[config.mk]
export PLATFORM = sky130hd
export DESIGN_NAME = gcp_arbiter
export DESIGN_NICKNAME = d
export VERILOG_FILES = /design/src/rtl/gcp_pkg.sv /design/src/rtl/gcp_arbiter.sv /design/src/rtl/gcp_latch_bank.sv /design/src/rtl/gcp_prio_enc.sv
export SDC_FILE = /design/constraint.sdc
export NUM_CORES = 1
export LEC_CHECK = 0
export ABC_AREA = 0
export BUFFER_PORTS_ARGS = -buffer_cell sky130_fd_sc_hd__buf_2
export CELL_PAD_IN_SITES_DETAIL_PLACEMENT = 1
export CELL_PAD_IN_SITES_GLOBAL_PLACEMENT = 1
export CORE_ASPECT_RATIO = 0.5
export CORE_MARGIN = 8
export CORE_UTILIZATION = 32
export CTS_CLUSTER_DIAMETER = 100
export DETAILED_ROUTE_END_ITERATION = 10
export GPL_ROUTABILITY_DRIVEN = 0
export PLACE_DENSITY = 0.8
export SYNTH_ARGS = -nofsm -noshare
export SYNTH_HDL_FRONTEND = slang
export SYNTH_HIERARCHICAL = 1
export SYNTH_SLANG_ARGS = --single-unit
[constraint.sdc]
create_clock -name CLK_SYS -period 2.7 [get_ports CLK_SYS]
set_input_delay 0.135 -clock CLK_SYS [delete_from_list [all_inputs] [get_ports CLK_SYS]]
set_output_delay 0.135 -clock CLK_SYS [all_outputs]
set_load 0.05 [all_outputs]
[src/rtl/gcp_pkg.sv]
// Purpose: Shared constants for the gate control priority arbiter.
// Assumes: Fault status bits are laid out as one flat vector.
// Notes:   Report enable bits are active high: 1 lets a maskable source act.
package gcp_pkg;
  // ----------------------------------------------------------------
  // Priority levels
  // ----------------------------------------------------------------
  localparam int          NUM_LEVELS     = 14;
  localparam logic [3:0]  LVL_NONE       = 4'h0;
  localparam logic [3:0]  LVL_ISOLATE    = 4'h1;
  localparam logic [3:0]  LVL_TIMING     = 4'h2;
  localparam logic [3:0]  LVL_RESET      = 4'h3;
  localparam logic [3:0]  LVL_SELFTEST   = 4'h4;
  localparam logic [3:0]  LVL_HV_FAULT   = 4'h5;
  localparam logic [3:0]  LVL_SAT_FAULT  = 4'h6;
  localparam logic [3:0]  LVL_SEGMENT    = 4'h7;
  localparam logic [3:0]  LVL_CLAMP      = 4'h8;
  localparam logic [3:0]  LVL_OVERCUR    = 4'h9;
  localparam logic [3:0]  LVL_FAILSAFE   = 4'hA;
  localparam logic [3:0]  LVL_CONFIG     = 4'hB;
  localparam logic [3:0]  LVL_LV_FAULT   = 4'hC;
  localparam logic [3:0]  LVL_DEADTIME   = 4'hD;
  localparam logic [3:0]  LVL_PWM        = 4'hE;
  // ----------------------------------------------------------------
  // Fault status vector layout
  // ----------------------------------------------------------------
  localparam int          HV_W           = 10;
  localparam int          LV_W           = 9;
  localparam int          STAT_W         = 29;
  localparam int          POS_TIMING     = 0;
  localparam int          POS_HV         = 1;
  localparam int          HV_REG_UV      = 1;
  localparam int          POS_SAT        = 11;
  localparam int          POS_SHORT      = 12;
  localparam int          POS_CLAMP      = 13;
  localparam int          POS_OC_WARN    = 14;
  localparam int          POS_LV         = 15;
  localparam int          POS_DT_WARN    = 24;
  localparam int          POS_TEMP_WARN  = 25;
  localparam int          POS_POR_HV     = 26;
  localparam int          POS_POR_LV     = 27;
  localparam int          POS_FRAME_WARN = 28;
  // Bits that ignore their report enable.
  localparam logic [28:0] UNMASKABLE     = 29'h0C171A28;
  // Bits that change the gate when latched.
  localparam logic [28:0] FAULT_BITS     = 29'h00FFBFFF;
  localparam logic [28:0] STAT_RESET     = 29'h00000000;
  // ----------------------------------------------------------------
  // Deadtime
  // ----------------------------------------------------------------
  localparam int          DT_W           = 8;
  localparam logic [7:0]  DT_CNT_RESET   = 8'h00;
endpackage

[src/rtl/gcp_arbiter.sv]
// Purpose: Decides which source controls the power device gate.
// Assumes: All inputs are synchronous to CLK_SYS; report enables are static.
// Notes:   Latched status drives the gate one cycle after it is caught.
`timescale 1ns/10ps
`default_nettype none
module gcp_arbiter (
  input  wire logic        CLK_SYS,
  input  wire logic        RSTN,
  input  wire logic        ISOLATED_FAILSAFE_PIN,
  input  wire logic        OSCILLATOR_LOSS_FAULT,
  input  wire logic        CROSS_DOMAIN_WATCHDOG_FAULT,
  input  wire logic        TIMING_REPORT_EN,
  input  wire logic        RESET_MODE_BIT,
  input  wire logic        BUILTIN_SELFTEST_BIT,
  input  wire logic [9:0]  HV_FAULT_DETECT,
  input  wire logic [9:0]  HV_FAULT_REPORT_EN,
  input  wire logic        UNDERVOLTAGE_LATCH_OPTION,
  input  wire logic        DESATURATION_FAULT,
  input  wire logic        SHORT_CIRCUIT_FAULT,
  input  wire logic        SEGMENTED_DRIVE_MODIFIER,
  input  wire logic        CLAMP_DETECT,
  input  wire logic        CLAMP_REPORT_EN,
  input  wire logic        OVERCURRENT_DETECT,
  input  wire logic        OVERCURRENT_REPORT_EN,
  input  wire logic        FAILSAFE_ENABLE_BIT,
  input  wire logic        FAILSAFE_STATE_BIT,
  input  wire logic        CONFIG_ENABLE_PIN,
  input  wire logic [8:0]  LV_FAULT_DETECT,
  input  wire logic [8:0]  LV_FAULT_REPORT_EN,
  input  wire logic        DEADTIME_VIOLATION,
  input  wire logic        DEADTIME_REPORT_EN,
  input  wire logic [7:0]  DEADTIME_SETTING,
  input  wire logic        PWM_PIN,
  input  wire logic        POWER_DEVICE_OVERTEMP_WARNING,
  input  wire logic        TEMP_WARN_REPORT_EN,
  input  wire logic        HV_POWER_ON,
  input  wire logic        LV_POWER_ON,
  input  wire logic        SERIAL_FRAME_ERROR,
  input  wire logic        FRAME_ERROR_REPORT_EN,
  input  wire logic        FAULT_CLEAR,
  output logic             GATE_ON,
  output logic [3:0]       ACTIVE_LEVEL,
  output logic             SHUTDOWN_MOD,
  output logic             TURNON_MOD,
  output logic [28:0]      FAULT_STATUS
);
  // ----------------------------------------------------------------
  // Latched status
  // ----------------------------------------------------------------
  logic [28:0] det_vec;
  logic [28:0] rep_vec;
  logic [28:0] stat;
  logic [9:0]  hv_det;

  // A non-latching regulator undervoltage is kept out of the latch.
  always_comb begin
    hv_det = HV_FAULT_DETECT;
    if (!UNDERVOLTAGE_LATCH_OPTION) hv_det[gcp_pkg::HV_REG_UV] = 1'b0;
  end

  assign det_vec = {SERIAL_FRAME_ERROR, LV_POWER_ON, HV_POWER_ON,
                    POWER_DEVICE_OVERTEMP_WARNING, DEADTIME_VIOLATION,
                    LV_FAULT_DETECT,
                    OVERCURRENT_DETECT, CLAMP_DETECT,
                    SHORT_CIRCUIT_FAULT, DESATURATION_FAULT,
                    hv_det,
                    OSCILLATOR_LOSS_FAULT | CROSS_DOMAIN_WATCHDOG_FAULT};
  assign rep_vec = {FRAME_ERROR_REPORT_EN, 2'b00, TEMP_WARN_REPORT_EN, DEADTIME_REPORT_EN,
                    LV_FAULT_REPORT_EN, OVERCURRENT_REPORT_EN, CLAMP_REPORT_EN, 2'b00,
                    HV_FAULT_REPORT_EN, TIMING_REPORT_EN};

  gcp_latch_bank #(
    .W      (gcp_pkg::STAT_W),
    .UNMASK (gcp_pkg::UNMASKABLE)
  ) u_bank (
    .clk    (CLK_SYS),
    .rstn   (RSTN),
    .det    (det_vec),
    .report (rep_vec),
    .clear  (FAULT_CLEAR),
    .lat    (stat)
  );

  // ----------------------------------------------------------------
  // Level requests
  // ----------------------------------------------------------------
  wire [28:0] gate_faults = stat & gcp_pkg::FAULT_BITS;
  wire        gated_uv    = !UNDERVOLTAGE_LATCH_OPTION &&
                            HV_FAULT_DETECT[gcp_pkg::HV_REG_UV] &&
                            HV_FAULT_REPORT_EN[gcp_pkg::HV_REG_UV];
  wire        req_hv      = (|gate_faults[gcp_pkg::POS_HV +: gcp_pkg::HV_W]) || gated_uv;
  wire        req_sat     = gate_faults[gcp_pkg::POS_SAT] || gate_faults[gcp_pkg::POS_SHORT];
  wire        req_lv      = |gate_faults[gcp_pkg::POS_LV +: gcp_pkg::LV_W];
  wire        req_fs      = !FAILSAFE_ENABLE_BIT;
  wire [13:0] req_vec;
  wire [3:0]  win_lvl;

  // The segment, overcurrent and deadtime modifier levels never command the gate, so their slots stay idle.
  assign req_vec = {1'b1,
                    1'b0,
                    req_lv,
                    CONFIG_ENABLE_PIN, req_fs,
                    1'b0,
                    gate_faults[gcp_pkg::POS_CLAMP],
                    1'b0,
                    req_sat,
                    req_hv,
                    BUILTIN_SELFTEST_BIT, RESET_MODE_BIT,
                    gate_faults[gcp_pkg::POS_TIMING],
                    ISOLATED_FAILSAFE_PIN};

  gcp_prio_enc #(
    .N     (gcp_pkg::NUM_LEVELS)
  ) u_enc (
    .req   (req_vec),
    .level (win_lvl)
  );

  // ----------------------------------------------------------------
  // Deadtime turn-on delay
  // ----------------------------------------------------------------
  logic [7:0] dt_cnt_r;
  logic [7:0] dt_cnt_nxt;
  // The count is compared with >= so that lowering the setting in mid-pulse
  // cannot push the count past the setting and keep the gate off until it wraps.
  wire        dt_done = (dt_cnt_r >= DEADTIME_SETTING);
  wire        pwm_eff = PWM_PIN && dt_done;

  assign dt_cnt_nxt = !PWM_PIN ? gcp_pkg::DT_CNT_RESET :
                      dt_done  ? dt_cnt_r : 8'(dt_cnt_r + 8'h01);

  always_ff @(posedge CLK_SYS) begin
    if (!RSTN) dt_cnt_r <= gcp_pkg::DT_CNT_RESET;
    else       dt_cnt_r <= dt_cnt_nxt;
  end

  // ----------------------------------------------------------------
  // Gate decision
  // ----------------------------------------------------------------
  logic gate_nxt;
  wire  sd_src  = SEGMENTED_DRIVE_MODIFIER || CLAMP_DETECT || OVERCURRENT_DETECT;
  wire  sd_nxt  = sd_src && (win_lvl != gcp_pkg::LVL_ISOLATE);
  wire  ton_nxt = (win_lvl == gcp_pkg::LVL_PWM) && PWM_PIN && !dt_done;

  // Fault levels above fail-safe override it whatever came first.
  always_comb begin
    case (win_lvl)
      gcp_pkg::LVL_FAILSAFE: gate_nxt = FAILSAFE_STATE_BIT;
      gcp_pkg::LVL_PWM:      gate_nxt = pwm_eff;
      default:               gate_nxt = 1'b0;
    endcase
  end

  logic       gate_r;
  logic [3:0] lvl_r;
  logic       sd_r;
  logic       ton_r;

  always_ff @(posedge CLK_SYS) begin
    if (!RSTN) begin
      gate_r <= 1'b0;
      lvl_r  <= gcp_pkg::LVL_NONE;
      sd_r   <= 1'b0;
      ton_r  <= 1'b0;
    end else begin
      gate_r <= gate_nxt;
      lvl_r  <= win_lvl;
      sd_r   <= sd_nxt;
      ton_r  <= ton_nxt;
    end
  end

  assign GATE_ON      = gate_r;
  assign ACTIVE_LEVEL = lvl_r;
  assign SHUTDOWN_MOD = sd_r;
  assign TURNON_MOD   = ton_r;
  assign FAULT_STATUS = stat;
endmodule // gcp_arbiter
`default_nettype wire

[src/rtl/gcp_latch_bank.sv]
// Purpose: Sticky latch bank for faults and warnings.
// Assumes: Clear is a one-cycle strobe; detections are levels.
// Notes:   A detection in the clear cycle stays latched.
`timescale 1ns/10ps
`default_nettype none
module gcp_latch_bank #(
  parameter int         W      = 29,
  parameter logic [W-1:0] UNMASK = '0
) (
  input  wire logic         clk,
  input  wire logic         rstn,
  input  wire logic [W-1:0] det,
  input  wire logic [W-1:0] report,
  input  wire logic         clear,
  output logic      [W-1:0] lat
);
  // ----------------------------------------------------------------
  // Latches
  // ----------------------------------------------------------------
  logic [W-1:0] lat_r;
  logic [W-1:0] lat_nxt;
  wire  [W-1:0] allow = report | UNMASK;

  assign lat_nxt = (lat_r & ~{W{clear}}) | (det & allow);
  assign lat     = lat_r;

  always_ff @(posedge clk) begin
    if (!rstn) lat_r <= '0;
    else       lat_r <= lat_nxt;
  end
endmodule // gcp_latch_bank
`default_nettype wire

[src/rtl/gcp_prio_enc.sv]
// Purpose: Finds the lowest numbered active priority level.
// Assumes: Bit k of the request vector stands for level k+1.
// Notes:   Returns zero when nothing requests.
`timescale 1ns/10ps
`default_nettype none
module gcp_prio_enc #(
  parameter int N = 14
) (
  input  wire logic [N-1:0] req,
  output logic      [3:0]   level
);
  // ----------------------------------------------------------------
  // Encoder
  // ----------------------------------------------------------------
  function automatic logic [3:0] lowest(input logic [N-1:0] r);
    logic [3:0] v;
    v = 4'h0;
    for (int k = N - 1; k >= 0; k--) begin
      if (r[k]) v = 4'(k + 1);
    end
    return v;
  endfunction

  assign level = lowest(req);
endmodule // gcp_prio_enc
`default_nettype wire

==> reports/summary.txt <==
cell taking the most area after synthesis: dfxtp_1
gr ovfl total: 0
H-tree levels: 2
nets: 437
ANT cells: 0
DP HPWL: 5550 um
WL/cell: 14.89 um
num rows: 21
footprint of the multi-input gates: 0.001200 mm^2
CTS max path bufs: 2
CP startpoint kind: register
final WL: 6640 um
Adder-Cell Fraction of Synth Area: 0.05288
reg2reg path depth: 8
IO Pins: 111
crit path max-delay cell type: or4_1
top post-synthesis cells by count: dfxtp_1, nand2_1, nand2b_1
register area share after synthesis: 0.4136
Pwr Density: 575.9 mW/mm^2
worst endpoint required time: 2.91 ns
hold depth: 2
Tmin final: 2.519 ns
final slew viol count: 0
outcome: finished, final reports clean
CTS Root Cell: clkbuf_16
Placed Instances: 438
initial antenna violation count: 0
top sig layer: met4
Pleak: 1.407 nW
Vias: 2060
Yosys top cell area share: 0.4136
count leader, synth: dfxtp_1
fill cell count: 830
FF+latch count, synth: 44
delay of the slowest critical-path stage: 0.54 ns
Die Wd: 131.4 um
EDFF count, synth: 0
register area: 880.8 um^2
worst-path fanout max: 3
met3 wire length: 263 um
final hold violation count: 0
Post-Synth Simple-Gate Area: 0.2897
port bufs: 103
period utilisation layout: 0.9329
number of remaining DRC errors: 0
Synth Area per Inst: 8.910 um^2
largest family of logic cells by synthesized area: simple AND/OR/NAND/NOR gates
vias in the first global route: 2269
Yosys warnings: 6
clock latency reported for the late side of the worst-skew pair: 0.28 ns
Final setup viols: 0
peak supply drop: 0.0004191 V
post-synthesis async set-or-reset flop share: 0
post-route cell area: 0.002932 mm^2
Die Ht: 73.69 um
Critical Path, Cell by Cell: or4_1, or4_1, nor4_1, nand3b_1, a21oi_1, and2_1, nand3b_1, nor3_1
Hold Crit Class: in2reg
Synth area leaders: dfxtp_1, nand2b_1, ha_1
MaxCap Viol Count: 0
clk_skew: 0.004745 ns
WS Path Type: reg2reg
hold path endpoint: u_bank/lat[3]
Worst Tran Pin Value: 0.8220 ns
Post-synth top flop: dfxtp_1
Post-Synthesis Cells: 239
CP bufs+invs: 0
CTS Buf Count: 5
FF-to-FF Start: u_bank/lat[2]
CTS tree: built
post-synthesis xor/xnor area fraction: 0.004113
Synth cell types: 42
CTS Hold Bufs: 0
hold path start: HV_FAULT_DETECT[2]
RSZ-0062 raised after global routing: false
DR vias/cell: 4.619
post-route ant nets: 0
Top Family by Delay on Critical Path: simple AND/OR/NAND/NOR gates
FF-to-FF End: TURNON_MOD
Final WS setup: 0.1813 ns
P&R area growth vs syn: 37.66%
fin cells: 446
Fmax: 397.0 MHz
worst rel slew slack: 0.4506
pre-CTS setup slack: 0.1379 ns
minimum hold slack: 0.06407 ns
Metal-1 WL: 2560 um
largest net degree at the start of global routing: 37
mux share of post-synthesis cell area: 0
clock sinks: 44
first-pass GRT wire length: 10700 um
Setup TNS: 0 ns
DRT iter0 DRCs: 110
cell area after synthesis: 0.002130 mm^2
Synth Area in Compound Gates: 0.1927
R2R setup slack: 0.18 ns
Tot GR Track Use: 0.1350
clk slew on worst S/H paths: 0.06 ns
die area: 0.009680 mm^2
CORE AREA: 0.006569 mm^2
met2 wire length: 3766 um
initial core utilization: 0.3242
CP Capture Type: register
DRT Pass-1 Iters: 4
Critical Path AT: 2.73 ns
fraction of layout cells with a size suffix above 1: 0.3672
Placement Cell Area: 0.002758 mm^2
## registers in the layout, summed over array words and instances, names as in the netlist
register and cells:
dt_cnt_r 8, TURNON_MOD 1, GATE_ON 1, SHUTDOWN_MOD 1, ACTIVE_LEVEL 4, u_bank/lat 29
## final cells by class
cell class	instances	share of cell area
Clock inverter	3	0.01451
Timing Repair Buffer	104	0.1784
Tap cell	92	0.03927
Multi-Input combinational cell	186	0.4093
Inverter	12	0.01536
Clock buffer	5	0.04268
Sequential cell	44	0.3005
## worst reg2reg max path: cells and delay by family (launching register included)
family / cells / cell delay [ns]
compound gates: 1 / 0.17
flops: 1 / 0.32
simple gates: 7 / 1.96
## worst max-delay path by stage
stage,start,to,slack [ns],depth (start not counted)
after floorplan,u_bank/lat[2],TURNON_MOD,0.13,6
after global placement,u_bank/lat[2],TURNON_MOD,0.21,6
after detailed placement,u_bank/lat[1],GATE_ON,0.14,9
after CTS,u_bank/lat[1],GATE_ON,0.12,9
after global routing,u_bank/lat[2],TURNON_MOD,0.009,8
final,u_bank/lat[2],TURNON_MOD,0.18,8
## where the power goes
group / switching (mW) / internal [mW]
Sequential: 0.0218 / 0.680
Clock: 0.252 / 0.435
Combinational: 0.192 / 0.108
Total: 0.465 / 1.22
## cells in the final DEF (no fill, tap or decap), types with 6 or more instances in the layout
cell        n
conb_1     12
nand2b_1   20
inv_1      12
nand3_1     7
o21ai_0     9
a21boi_0    8
ha_1        9
or3_1       6
nor2_1      7
nand2_1    22
and2b_2     9
o21a_1     11
a21oi_1    13
and2_1      7
buf_2     103
a21boi_1    9
dfxtp_1    44
## cell families after synthesis
group	count (synthesis)
and+or+nand+nor	104
DFF	44
other	2
buffers and inverters	19
adders and majority gates	9
AOI/OAI and AO/OA	60
xor gates and xnor gates	1
## stage by stage
step                utilization  power, mW
global route             0.4463      1.773
detailed placement       0.4198      1.020
CTS                      0.4453      1.714
finish                   0.4463      1.688
floorplan                     -     0.9115
global placement         0.4198      1.008
## routing by layer
metal  vias to the layer above  track usage
li1                       1040            -
met1                       975       0.1330
met2                        41       0.2748
met3                         4      0.03956
met4                         0      0.03657
met5                         -            0
## repair_timing
action,4_1_cts,5_1_grt
buffers inserted,0,0
setup endpoints to repair,0,3
gates resized for setup,0,1
Power figures use the tool's default switching activity.
